### src/fid_pkg.sv
// Purpose: shared constants for the flash instruction decoder
// Assumes: 50 MHz system clock, 8-bit host data bus
// Notes:   instruction addresses compare on the low twelve bits only
package fid_pkg;

  // ==========================================================
  // clock and timing
  // ==========================================================
  localparam int unsigned CLK_HZ = 50_000_000;
  localparam int unsigned QUEUE_WINDOW_US = 80;
  // longest time: round down
  localparam int unsigned QUEUE_WINDOW_CYC = (QUEUE_WINDOW_US * (CLK_HZ / 1_000_000));
  localparam int unsigned GAP_DEFAULT_CYC = 2000;

  // ==========================================================
  // instruction addresses and bytes
  // ==========================================================
  localparam int unsigned DEC_ADDR_W = 12;
  localparam logic [11:0] ADDR_UNLOCK1 = 12'h555;
  localparam logic [11:0] ADDR_UNLOCK2 = 12'hAAA;
  localparam logic [11:0] ADDR_IDENT = 12'h001;
  localparam logic [11:0] ADDR_PROT = 12'h002;

  localparam logic [7:0] CMD_UNLOCK1 = 8'hAA;
  localparam logic [7:0] CMD_UNLOCK2 = 8'h55;
  localparam logic [7:0] CMD_AUTOSEL = 8'h90;
  localparam logic [7:0] CMD_PROGRAM = 8'hA0;
  localparam logic [7:0] CMD_ERASE_SETUP = 8'h80;
  localparam logic [7:0] CMD_SECTOR_ERASE = 8'h30;
  localparam logic [7:0] CMD_BULK_ERASE = 8'h10;
  localparam logic [7:0] CMD_SUSPEND = 8'hB0;
  localparam logic [7:0] CMD_RESUME = 8'h30;
  localparam logic [7:0] CMD_RESET = 8'hF0;
  localparam logic [7:0] CMD_BYPASS = 8'h20;
  localparam logic [7:0] CMD_BYPASS_EXIT = 8'h00;

  // ==========================================================
  // read data layout
  // ==========================================================
  localparam int unsigned TOGGLE_FLAG_BIT = 6;
  localparam int unsigned FAILURE_FLAG_BIT = 5;
  localparam logic [7:0] PROT_NO = 8'h00;
  localparam logic [7:0] PROT_YES = 8'h01;
  localparam logic [7:0] STATUS_IDLE = 8'h00;
  localparam logic [7:0] MASK_ALL_MAIN = 8'hFF;
  localparam logic [7:0] MASK_ALL_BOOT = 8'h0F;
  localparam logic [7:0] MASK_NONE = 8'h00;

  // ==========================================================
  // decoder states
  // ==========================================================
  typedef enum logic [3:0] {
    ST_READ = 4'h0,
    ST_CODED1 = 4'h1,
    ST_CODED2 = 4'h2,
    ST_ERASE1 = 4'h3,
    ST_ERASE2 = 4'h4,
    ST_ERASE3 = 4'h5,
    ST_QUEUE = 4'h6,
    ST_PROG = 4'h7,
    ST_BYPASS = 4'h8,
    ST_BYP_PROG = 4'h9,
    ST_BYP_EXIT = 4'hA,
    ST_IDENT = 4'hB,
    ST_BUSY = 4'hC,
    ST_SUSP = 4'hD,
    ST_FAILED = 4'hE
  } fid_state_e;

endpackage : fid_pkg

### src/fid_cycle_timer.sv
// Purpose: reloadable down counter giving a one-cycle expiry pulse
// Assumes: restart may be pulsed at any time; it wins over expiry
// Notes:   idle (count zero) until the first restart after reset
module fid_cycle_timer #(
  parameter int unsigned CYCLES = 16
) (
  // clock and reset
  input wire logic clk,
  input wire logic rstn,
  // control
  input wire logic restart,
  // status
  output logic expired
);

  localparam int unsigned CNT_W = $clog2(CYCLES + 1);
  localparam logic [CNT_W-1:0] LOAD = CNT_W'(CYCLES);
  localparam logic [CNT_W-1:0] ONE = CNT_W'(1);

  if (CYCLES < 1) begin : g_chk
    $error("fid_cycle_timer: CYCLES must be at least one");
  end

  typedef struct packed {
    logic [CNT_W-1:0] cnt;
    logic expired;
  } fid_timer_s;

  fid_timer_s tmr_q;
  fid_timer_s tmr_d;

  always_comb begin
    tmr_d = tmr_q;
    tmr_d.expired = 1'b0;
    if (restart) begin
      tmr_d.cnt = LOAD;
    end else if (tmr_q.cnt != '0) begin
      tmr_d.cnt = tmr_q.cnt - ONE;
      tmr_d.expired = (tmr_q.cnt == ONE);
    end
  end

  always_ff @(posedge clk or negedge rstn) begin
    if (!rstn) begin
      tmr_q <= '0;
    end else begin
      tmr_q <= tmr_d;
    end
  end

  assign expired = tmr_q.expired;

endmodule : fid_cycle_timer

### src/fid_decoder.sv
// Purpose: decodes host write sequences into flash program/erase instructions
// Assumes: host strobes and selects are synchronous to clk; embedded
//          algorithms live outside and report through engine_done/engine_fail
// Notes:   one decoder serves both arrays; the first coded cycle picks the array for erase, the data cycle for program
//
// Overview of operation
// - ready/busy output low while programming, erasing or a sector erase is queued, high otherwise
// - plain reads outside any sequence return array contents like a ROM
// - host writes never store data; each byte feeds the sequence decoder
// - instruction runs only after all bytes arrive within the gap time-out
// - invalid byte or gap time-out returns decoder to bypass, suspend or read-array mode, whichever it was in
// - outside bypass, all but B0h, 30h resume and F0h start with AAh@555h then 55h@AAAh
// - only the twelve low address bits take part in matching
// - sector selects route each instruction to main or secondary array
// - after 90h, read at offset 01h of main array returns identifier
// - after 90h, read at offset 02h returns sector protection 00h/01h
// - program: coded cycles, A0h@555h, then data at the target location
// - program address taken at strobe fall, data at strobe rise
// - sector erase sequence ends 30h@sector; more sectors within 80us
// - bulk erase sequence ends 10h@555h and erases the whole array
// - B0h suspends a running sector erase; reads and programs allowed
// - 30h resumes only while suspended, otherwise ignored
// - F0h ends identifier and error modes; clears errors unless busy or queued
// - coded cycles plus 20h enter bypass; bypass program is A0h then data
// - bypass leaves on 90h then 00h, back to read-array mode
// - reset puts both arrays in read-array mode
// - reads of busy array show bit 6 inverting on every read
// - failure flag on bit 5 set on failure, cleared by reset instruction
module fid_decoder #(
  parameter int unsigned ADDR_W = 16,
  parameter int unsigned GAP_CYCLES = fid_pkg::GAP_DEFAULT_CYC,
  parameter logic [7:0] MAIN_IDENT = 8'h5A // arbitrary identifier value
) (
  // clock and reset
  input wire logic clk,
  input wire logic rstn,
  // host bus
  input wire logic [ADDR_W-1:0] host_addr,
  input wire logic [7:0] host_wdata,
  input wire logic wr_n,
  input wire logic rd_n,
  input wire logic [7:0] main_sector_select,
  input wire logic [3:0] boot_sector_select,
  output logic [7:0] host_rdata,
  output logic host_rdata_oe,
  output logic ready_busy_pin,
  // array contents and protection
  input wire logic [7:0] main_rdata,
  input wire logic [7:0] boot_rdata,
  input wire logic [7:0] main_protect,
  input wire logic [3:0] boot_protect,
  // embedded algorithm engine
  output logic prog_start,
  output logic erase_start,
  output logic erase_suspend,
  output logic erase_resume,
  output logic op_boot,
  output logic op_bulk,
  output logic [ADDR_W-1:0] program_location,
  output logic [7:0] program_value,
  output logic [7:0] erase_mask,
  input wire logic engine_done,
  input wire logic engine_fail
);

  if (ADDR_W < fid_pkg::DEC_ADDR_W) begin : g_chk_addr
    $error("fid_decoder: ADDR_W must cover the decoded address bits");
  end

  typedef struct packed {
    fid_pkg::fid_state_e state;
    logic wr_prev;
    logic rd_prev;
    logic tgt_boot;
    logic [ADDR_W-1:0] wa;
    logic [7:0] wsel_main;
    logic [3:0] wsel_boot;
    logic bypass;
    logic susp;
    logic fail;
    logic sector_erase;
    logic erase_op;
    logic toggle;
    logic [7:0] rdata;
    logic rdata_oe;
    logic ready;
    logic prog_start;
    logic erase_start;
    logic susp_pulse;
    logic resume_pulse;
    logic op_boot;
    logic op_bulk;
    logic [ADDR_W-1:0] prog_addr;
    logic [7:0] prog_data;
    logic [7:0] mask;
  } fid_dec_s;

  fid_dec_s r_q;
  fid_dec_s r_d;

  logic gap_restart;
  logic gap_expired;
  logic queue_restart;
  logic queue_expired;

  // ==========================================================
  // time-out timers
  // ==========================================================
  // gap length parameter
  fid_cycle_timer #(
    .CYCLES(GAP_CYCLES)
  ) u_gap_timer (
    .clk(clk),
    .rstn(rstn),
    .restart(gap_restart),
    .expired(gap_expired)
  );

  fid_cycle_timer #(
    .CYCLES(fid_pkg::QUEUE_WINDOW_CYC)
  ) u_queue_timer (
    .clk(clk),
    .rstn(rstn),
    .restart(queue_restart),
    .expired(queue_expired)
  );

  // ==========================================================
  // decoder
  // ==========================================================
  logic wr_fall;
  logic wr_rise;
  logic rd_fall;
  logic sel_main;
  logic sel_boot;
  logic wsel_any;
  logic same_array;
  logic [11:0] a12;
  logic [7:0] d8;
  logic mid_seq;
  fid_pkg::fid_state_e home;
  logic [7:0] sector_bits;
  logic [7:0] status_byte;
  logic op_selected;

  always_comb begin
    r_d = r_q;
    r_d.prog_start = 1'b0;
    r_d.erase_start = 1'b0;
    r_d.susp_pulse = 1'b0;
    r_d.resume_pulse = 1'b0;
    r_d.wr_prev = wr_n;
    r_d.rd_prev = rd_n;
    wr_fall = r_q.wr_prev & ~wr_n;
    wr_rise = ~r_q.wr_prev & wr_n;
    rd_fall = r_q.rd_prev & ~rd_n;
    sel_main = |main_sector_select;
    sel_boot = |boot_sector_select;
    wsel_any = (|r_q.wsel_main) | (|r_q.wsel_boot);
    same_array = (|r_q.wsel_boot) == r_q.tgt_boot;
    a12 = r_q.wa[fid_pkg::DEC_ADDR_W-1:0];
    d8 = host_wdata;
    sector_bits = r_q.tgt_boot ? {4'h0, r_q.wsel_boot} : r_q.wsel_main;
    gap_restart = 1'b0;
    queue_restart = 1'b0;
    if (r_q.bypass) begin
      home = fid_pkg::ST_BYPASS;
    end else if (r_q.susp) begin
      home = fid_pkg::ST_SUSP;
    end else begin
      home = fid_pkg::ST_READ;
    end
    mid_seq = (r_q.state == fid_pkg::ST_CODED1) || (r_q.state == fid_pkg::ST_CODED2) ||
              (r_q.state == fid_pkg::ST_ERASE1) || (r_q.state == fid_pkg::ST_ERASE2) ||
              (r_q.state == fid_pkg::ST_ERASE3) || (r_q.state == fid_pkg::ST_PROG) ||
              (r_q.state == fid_pkg::ST_BYP_PROG) || (r_q.state == fid_pkg::ST_BYP_EXIT);

    // address and selects at strobe fall
    if (wr_fall) begin
      r_d.wa = host_addr;
      r_d.wsel_main = main_sector_select;
      r_d.wsel_boot = boot_sector_select;
    end

    if (mid_seq && gap_expired) begin
      r_d.state = home;
    end

    // each selected write feeds the decoder, nothing is stored
    if (wr_rise && wsel_any) begin
      gap_restart = 1'b1;
      // reset instruction clears the error flag
      if (d8 == fid_pkg::CMD_RESET && r_q.state != fid_pkg::ST_BUSY && r_q.state != fid_pkg::ST_QUEUE) begin
        r_d.fail = 1'b0;
      end
      case (r_q.state)
        fid_pkg::ST_READ, fid_pkg::ST_SUSP: begin
          // first coded cycle, array chosen by the select
          if (d8 == fid_pkg::CMD_UNLOCK1 && a12 == fid_pkg::ADDR_UNLOCK1) begin
            r_d.state = fid_pkg::ST_CODED1;
            r_d.tgt_boot = |r_q.wsel_boot;
          end else if (r_q.state == fid_pkg::ST_SUSP && d8 == fid_pkg::CMD_RESUME) begin
            r_d.resume_pulse = 1'b1;
            r_d.susp = 1'b0;
            r_d.state = fid_pkg::ST_BUSY;
          end
        end
        fid_pkg::ST_CODED1: begin
          if (d8 == fid_pkg::CMD_UNLOCK2 && a12 == fid_pkg::ADDR_UNLOCK2 && same_array) begin
            r_d.state = fid_pkg::ST_CODED2;
          end else begin
            r_d.state = home;
          end
        end
        fid_pkg::ST_CODED2: begin
          r_d.state = home;
          if (a12 == fid_pkg::ADDR_UNLOCK1 && same_array) begin
            case (d8)
              fid_pkg::CMD_AUTOSEL: r_d.state = fid_pkg::ST_IDENT;
              fid_pkg::CMD_PROGRAM: r_d.state = fid_pkg::ST_PROG;
              fid_pkg::CMD_ERASE_SETUP: begin
                if (!r_q.susp) begin
                  r_d.state = fid_pkg::ST_ERASE1;
                end
              end
              fid_pkg::CMD_BYPASS: begin
                if (!r_q.susp) begin
                  r_d.bypass = 1'b1;
                  r_d.state = fid_pkg::ST_BYPASS;
                end
              end
              default: r_d.state = home;
            endcase
          end
        end
        fid_pkg::ST_ERASE1: begin
          if (d8 == fid_pkg::CMD_UNLOCK1 && a12 == fid_pkg::ADDR_UNLOCK1 && same_array) begin
            r_d.state = fid_pkg::ST_ERASE2;
          end else begin
            r_d.state = home;
          end
        end
        fid_pkg::ST_ERASE2: begin
          if (d8 == fid_pkg::CMD_UNLOCK2 && a12 == fid_pkg::ADDR_UNLOCK2 && same_array) begin
            r_d.state = fid_pkg::ST_ERASE3;
          end else begin
            r_d.state = home;
          end
        end
        fid_pkg::ST_ERASE3: begin
          r_d.state = home;
          if (same_array && d8 == fid_pkg::CMD_SECTOR_ERASE) begin
            r_d.mask = sector_bits;
            r_d.op_boot = r_q.tgt_boot;
            r_d.op_bulk = 1'b0;
            r_d.sector_erase = 1'b1;
            queue_restart = 1'b1;
            r_d.state = fid_pkg::ST_QUEUE;
          end else if (same_array && d8 == fid_pkg::CMD_BULK_ERASE && a12 == fid_pkg::ADDR_UNLOCK1) begin
            r_d.mask = r_q.tgt_boot ? fid_pkg::MASK_ALL_BOOT : fid_pkg::MASK_ALL_MAIN;
            r_d.op_boot = r_q.tgt_boot;
            r_d.op_bulk = 1'b1;
            r_d.sector_erase = 1'b0;
            r_d.erase_op = 1'b1;
            r_d.erase_start = 1'b1;
            r_d.state = fid_pkg::ST_BUSY;
          end
        end
        fid_pkg::ST_QUEUE: begin
          // extra sectors restart the window; other bytes ignored
          if (same_array && d8 == fid_pkg::CMD_SECTOR_ERASE) begin
            r_d.mask = r_q.mask | sector_bits;
            queue_restart = 1'b1;
          end
        end
        fid_pkg::ST_PROG, fid_pkg::ST_BYP_PROG: begin
          // data cycle starts the embedded program
          r_d.prog_addr = r_q.wa;
          r_d.prog_data = d8;
          r_d.op_boot = |r_q.wsel_boot;
          r_d.op_bulk = 1'b0;
          r_d.erase_op = 1'b0;
          r_d.prog_start = 1'b1;
          r_d.state = fid_pkg::ST_BUSY;
        end
        fid_pkg::ST_BYPASS: begin
          if (d8 == fid_pkg::CMD_PROGRAM) begin
            r_d.state = fid_pkg::ST_BYP_PROG;
          end else if (d8 == fid_pkg::CMD_AUTOSEL) begin
            r_d.state = fid_pkg::ST_BYP_EXIT;
          end
        end
        fid_pkg::ST_BYP_EXIT: begin
          if (d8 == fid_pkg::CMD_BYPASS_EXIT) begin
            r_d.bypass = 1'b0;
            r_d.state = r_q.susp ? fid_pkg::ST_SUSP : fid_pkg::ST_READ;
          end else begin
            r_d.state = fid_pkg::ST_BYPASS;
          end
        end
        fid_pkg::ST_IDENT, fid_pkg::ST_FAILED: begin
          // reset instruction ends identifier and error modes
          if (d8 == fid_pkg::CMD_RESET) begin
            r_d.state = home;
          end
        end
        fid_pkg::ST_BUSY: begin
          // suspend only a running sector erase
          if (d8 == fid_pkg::CMD_SUSPEND && r_q.erase_op && r_q.sector_erase && !r_q.susp) begin
            r_d.susp_pulse = 1'b1;
            r_d.susp = 1'b1;
            r_d.state = fid_pkg::ST_SUSP;
          end
        end
        default: r_d.state = fid_pkg::ST_READ;
      endcase
    end

    // queue closes once the window runs out
    if (r_q.state == fid_pkg::ST_QUEUE && queue_expired) begin
      r_d.erase_op = 1'b1;
      r_d.erase_start = 1'b1;
      r_d.state = fid_pkg::ST_BUSY;
    end

    // completion; a failure holds until the reset instruction
    if (r_q.state == fid_pkg::ST_BUSY && engine_done) begin
      if (engine_fail) begin
        r_d.fail = 1'b1;
        r_d.susp = 1'b0;
        r_d.state = fid_pkg::ST_FAILED;
      end else if (r_q.erase_op) begin
        r_d.susp = 1'b0;
        r_d.state = r_q.bypass ? fid_pkg::ST_BYPASS : fid_pkg::ST_READ;
      end else begin
        r_d.state = home;
      end
    end

    // ==========================================================
    // read path
    // ==========================================================
    op_selected = r_q.op_boot ? sel_boot : sel_main;
    status_byte = fid_pkg::STATUS_IDLE;
    status_byte[fid_pkg::TOGGLE_FLAG_BIT] = r_q.toggle;
    status_byte[fid_pkg::FAILURE_FLAG_BIT] = r_q.fail;
    // toggle flips on every read of the busy array
    if (rd_fall && op_selected && (r_q.state == fid_pkg::ST_BUSY || r_q.state == fid_pkg::ST_QUEUE)) begin
      r_d.toggle = ~r_q.toggle;
    end
    r_d.rdata_oe = ~rd_n & (sel_main | sel_boot);
    if (r_q.state == fid_pkg::ST_IDENT && host_addr[fid_pkg::DEC_ADDR_W-1:0] == fid_pkg::ADDR_IDENT) begin
      // main array only; secondary reads as no identifier
      r_d.rdata = sel_main ? MAIN_IDENT : fid_pkg::STATUS_IDLE;
    end else if (r_q.state == fid_pkg::ST_IDENT && host_addr[fid_pkg::DEC_ADDR_W-1:0] == fid_pkg::ADDR_PROT) begin
      r_d.rdata = (|(main_sector_select & main_protect)) || (|(boot_sector_select & boot_protect)) ?
                  fid_pkg::PROT_YES : fid_pkg::PROT_NO;
    end else if (op_selected && (r_q.state == fid_pkg::ST_BUSY || r_q.state == fid_pkg::ST_QUEUE ||
                                 r_q.state == fid_pkg::ST_FAILED)) begin
      r_d.rdata = status_byte;
    end else if (sel_boot) begin
      r_d.rdata = boot_rdata;
    end else begin
      r_d.rdata = main_rdata;
    end

    // busy while an operation runs or is queued
    r_d.ready = !(r_d.state == fid_pkg::ST_BUSY || r_d.state == fid_pkg::ST_QUEUE);
  end

  always_ff @(posedge clk or negedge rstn) begin
    if (!rstn) begin
      r_q <= '0;
      r_q.state <= fid_pkg::ST_READ;
      r_q.wr_prev <= 1'b1;
      r_q.rd_prev <= 1'b1;
      r_q.ready <= 1'b1;
    end else begin
      r_q <= r_d;
    end
  end

  // ==========================================================
  // outputs
  // ==========================================================
  assign host_rdata = r_q.rdata;
  assign host_rdata_oe = r_q.rdata_oe;
  assign ready_busy_pin = r_q.ready;
  assign prog_start = r_q.prog_start;
  assign erase_start = r_q.erase_start;
  assign erase_suspend = r_q.susp_pulse;
  assign erase_resume = r_q.resume_pulse;
  assign op_boot = r_q.op_boot;
  assign op_bulk = r_q.op_bulk;
  assign program_location = r_q.prog_addr;
  assign program_value = r_q.prog_data;
  assign erase_mask = r_q.mask;

endmodule : fid_decoder

### config.mk
export PLATFORM = sky130hd
export DESIGN_NAME = fid_decoder
export DESIGN_NICKNAME = d
export VERILOG_FILES = /design/src/fid_pkg.sv /design/src/fid_cycle_timer.sv /design/src/fid_decoder.sv
export SDC_FILE = /design/constraint.sdc
export NUM_CORES = 1
export LEC_CHECK = 0
export BUFFER_PORTS_ARGS = -buffer_cell sky130_fd_sc_hd__buf_2
export CORE_MARGIN = 8
export CORE_UTILIZATION = 56
export CTS_BUF_LIST = sky130_fd_sc_hd__clkbuf_16
export DETAILED_ROUTE_END_ITERATION = 7
export HOLD_SLACK_MARGIN = 0.12
export PLACE_DENSITY_LB_ADDON = 0.15
export SETUP_SLACK_MARGIN = 0.3
export SYNTH_ARGS = -nofsm -noshare
export SYNTH_HDL_FRONTEND = slang
export SYNTH_SLANG_ARGS = --single-unit
export TNS_END_PERCENT = 100
### constraint.sdc
create_clock -name clk -period 2.93 [get_ports clk]
set_clock_uncertainty 0.05 [all_clocks]
set_input_delay 0.586 -clock clk [delete_from_list [all_inputs] [get_ports clk]]
set_output_delay 0.586 -clock clk [all_outputs]
set_load 0.005 [all_outputs]
==> summary.md <==
| Metric | Value |
|---|---|
| Status | `finished, final reports clean` |
| Max Slew Vio Count | `0` |
| Area Growth Syn to Fin | `18.76%` |
| Vias/cell | `6.011` |
| CTS Buf Count | `17` |
| PortBufs | `117` |
| Tcrit/Tclk final | `0.8673` |
| Vias in the first global route | `5586` |
| Initial antenna violation count | `0` |
| CORE AREA | `10940 um2` |
| GRT Util Overall | `0.2449` |
| Most common cell on crit path | `a31oi_1` |
| Yosys top cell area share | `0.4398` |
| Cell family with most CP delay | `simple AND/OR/NAND/NOR gates` |
| Nets | `812` |
| Cell variety after synth | `slightly above 70` |
| Initial Util | `0.5776` |
| Slew HR | `0.5118` |
| Max incr delay on CP | `420 ps` |
| Via count | `about 5400` |
| Post-Synth XOR/XNOR Area | `0.02912` |
| Final Util | `0.6859` |
| Slowest-stage cell, CP | `dfrtp_1` |
| Clk_lat worst skew | `420 ps` |
| Clock buffer depth | `2` |
| Die area | `approximately 15000 um2` |
| Async SR Flop Fraction | `1.000` |
| Worst-path clk slew | `50 ps` |
| Mux cell area share after synthesis | `0.1099` |
| Synthesized-area fraction occupied by adder cells | `0.009905` |
| Syn_area_per_cell | `~10 um2` |
| First-pass GRT wire length | `~28000 um` |
| Ys flop type | `dfrtp_1` |
| Setup WS post-layout | `388.8 ps` |
| Routed wire length | `17590 um` |
| Synth cell count leaders | `dfrtp_1 (111), nand2_1 (68), mux2_2 (51)` |
| Fmax achieved | `393.5 MHz` |
| Worst Tran Pin Value | `713.8 ps` |
| Final Critical Period | `2541 ps` |
| Max Cap Viol | `0` |
| Number of synthesized flops with an enable pin | `0` |
| RSZ-0062 raised after global routing | `true` |
| #FFs+latches synth | `114` |
| Critical Path End Type | `flop` |
| Layout cells sized above 1 | `0.3333` |
| P_leak | `~3.3 nW` |
| Final setup viols | `0` |
| Row Count | `38` |
| Clock root buffer | `clkbuf_16` |
| Total gr overflow | `0` |
| H-Tree Depth | `4` |
| Synth Area in Compound Gates | `0.1151` |
| Register area share after synthesis | `0.4523` |
| Crit-path cells | `nor4bb_1, nand3_1, nor2_2, a31oi_1, a2111oi_1, a31oi_1, buf_4` |
| Worst-path maximum fanout | `6` |
| Simple-gate portion of the synthesized area | `0.2143` |
| Setup CP Type | `reg -> reg` |
| Most numerous cell in the Yosys netlist | `dfrtp_1` |
| Syn_nets | `705` |
| Mapped Area | `6316 um2` |
| Final GP Congestion | `1.019` |
| Met3 usage | `0.05923` |
| Yosys Warn Count | `0` |
| DR iter-0 viols | `436` |
| Synth area leaders | `dfrtp_1 (44%), mux2_2 (9.1%), buf_4 (4.8%)` |
| Cell taking the most area after synthesis | `dfrtp_1` |
| Worst Path Arrival | `about 2800 ps` |
| DRC | `0` |
| CP Launch Type | `flop` |
| Met1 Usage GRT | `0.2920` |
| Non-filler instance count after layout | `890` |
| Met2 Track Usage GR | `0.3997` |
| Max IR drop VDD | `0.0006064 V` |
| ANT nets after route | `0` |
| Critical Path RT | `3180 ps` |
| Tightest Hold Check Type | `in -> async` |
| Syn Inst Count | `630` |
| ANT cells | `0` |
| Setup WS pre-CTS | `approximately 130 ps` |
| # hold bufs at CTS | `0` |
| Pre-antenna DRT Iters | `5` |
| Final HPWL DP | `13200 um` |
| CTS tree | `done` |
| CP Buf/Inv Count | `1` |
| Chip width | `122.2 um` |
| CTS sink cnt | `114` |
| Pin count of the biggest net entering global routing | `48` |
| Largest family of logic cells by synthesized area | `simple AND/OR/NAND/NOR gates` |
| Final setup TNS | `0 ps` |
| Global route hottest layer | `met2` |
| Final hold violations | `0` |
| I/O pin total | `118` |
| Die Ht | `122.2 um` |
| DR WL/cell | `19.76 um` |
| Inst Count DP | `856` |
| Pwr/cell area | `723.8 nW/um2` |
## worst paths after layout
kind	end	slack, ps	depth (start not counted)	startpoint
worst min register to register	r_q[48]	420	1	r_q[48]
max in group asynchronous	r_q[58]	1930	2	rstn
min in group clk	r_q[84]	250	1	wr_n
worst min-delay path	host_rdata[1]	140	1	rstn
worst max register to register	r_q[87]	390	7	a12[4]
worst max-delay path	r_q[87]	390	7	a12[4]
## worst reg2reg max path: stages (launching register included)
cell       delay (ps)
dfrtp_1           420
nor4bb_1          410
nand3_1           320
nor2_2            310
a31oi_1           150
a2111oi_1         420
a31oi_1           190
buf_4             170
## power breakdown
part	switching, mW	internal, mW
combinational	0.654	0.685
clock	0.675	1.12
sequential	0.335	1.96
total	1.66	3.77
## layout by cell type, fill, tap and decap left out, types with 8 or more instances in the layout
cell / instances
a21oi_1: 19
a22o_1: 8
buf_2: 116
buf_4: 32
clkbuf_16: 17
dfrtp_1: 107
inv_1: 16
mux2_2: 51
mux2i_1: 12
nand2_1: 68
nand2b_1: 12
nand3_1: 15
nand4_1: 10
nor2_1: 48
nor3_1: 21
nor4_1: 13
o21ai_0: 32
or3_1: 8
xnor2_1: 14
## flip-flops by register name (all words and copies together), names as in the netlist, 8 cells and up
signal,cells
program_value,8
a12,12
host_rdata,8
r_q,29
erase_mask,8
u_queue_timer.tmr_q,12
u_gap_timer.tmr_q,11
program_location,16
## what timing repair did
item / in CTS / in global routing
endpoints found under the setup margin: 2 / 12
pin swaps: 0 / 2
buffers inserted: 0 / 2
gates resized for setup: 3 / 6
## routing by layer
layer  routed length (um)  vias up  share of wire
li1                     -     2473              -
met1                 7271     2623           0.41
met2                 8430      205           0.48
met3                 1221       49          0.069
met4                  663        0          0.038
met5                    0        -              0
## through the flow
stage          cell area [um2]  total power [mW]  hold WS [ps]
2_1_floorplan             6316             3.259         240.4
4_1_cts                   7471             5.457         158.5
6_report                  7501             5.429         136.1
3_5_place_dp              6945             3.635         406.3
5_1_grt                   7501             5.720         196.5
3_3_place_gp              6945             3.590         395.1
## kinds of logic after synthesis
| logic type | Yosys count |
|---|---|
| simple gates | 245 |
| flops | 114 |
| xor+xnor | 21 |
| fa+ha+maj | 5 |
| mux | 63 |
| compound gates | 110 |
| buf+inv | 72 |
## layout make-up
cell class / count / area, um2
sequential: 114 / 2861
timing repair buffer: 150 / 860.8
inverter: 10 / 37.54
clock inverter: 15 / 90.09
multi-input combinational: 444 / 3050
clock buffer: 17 / 425.4
fill: 847 / 3435
tap: 140 / 175.2
Power figures use the tool's default switching activity.
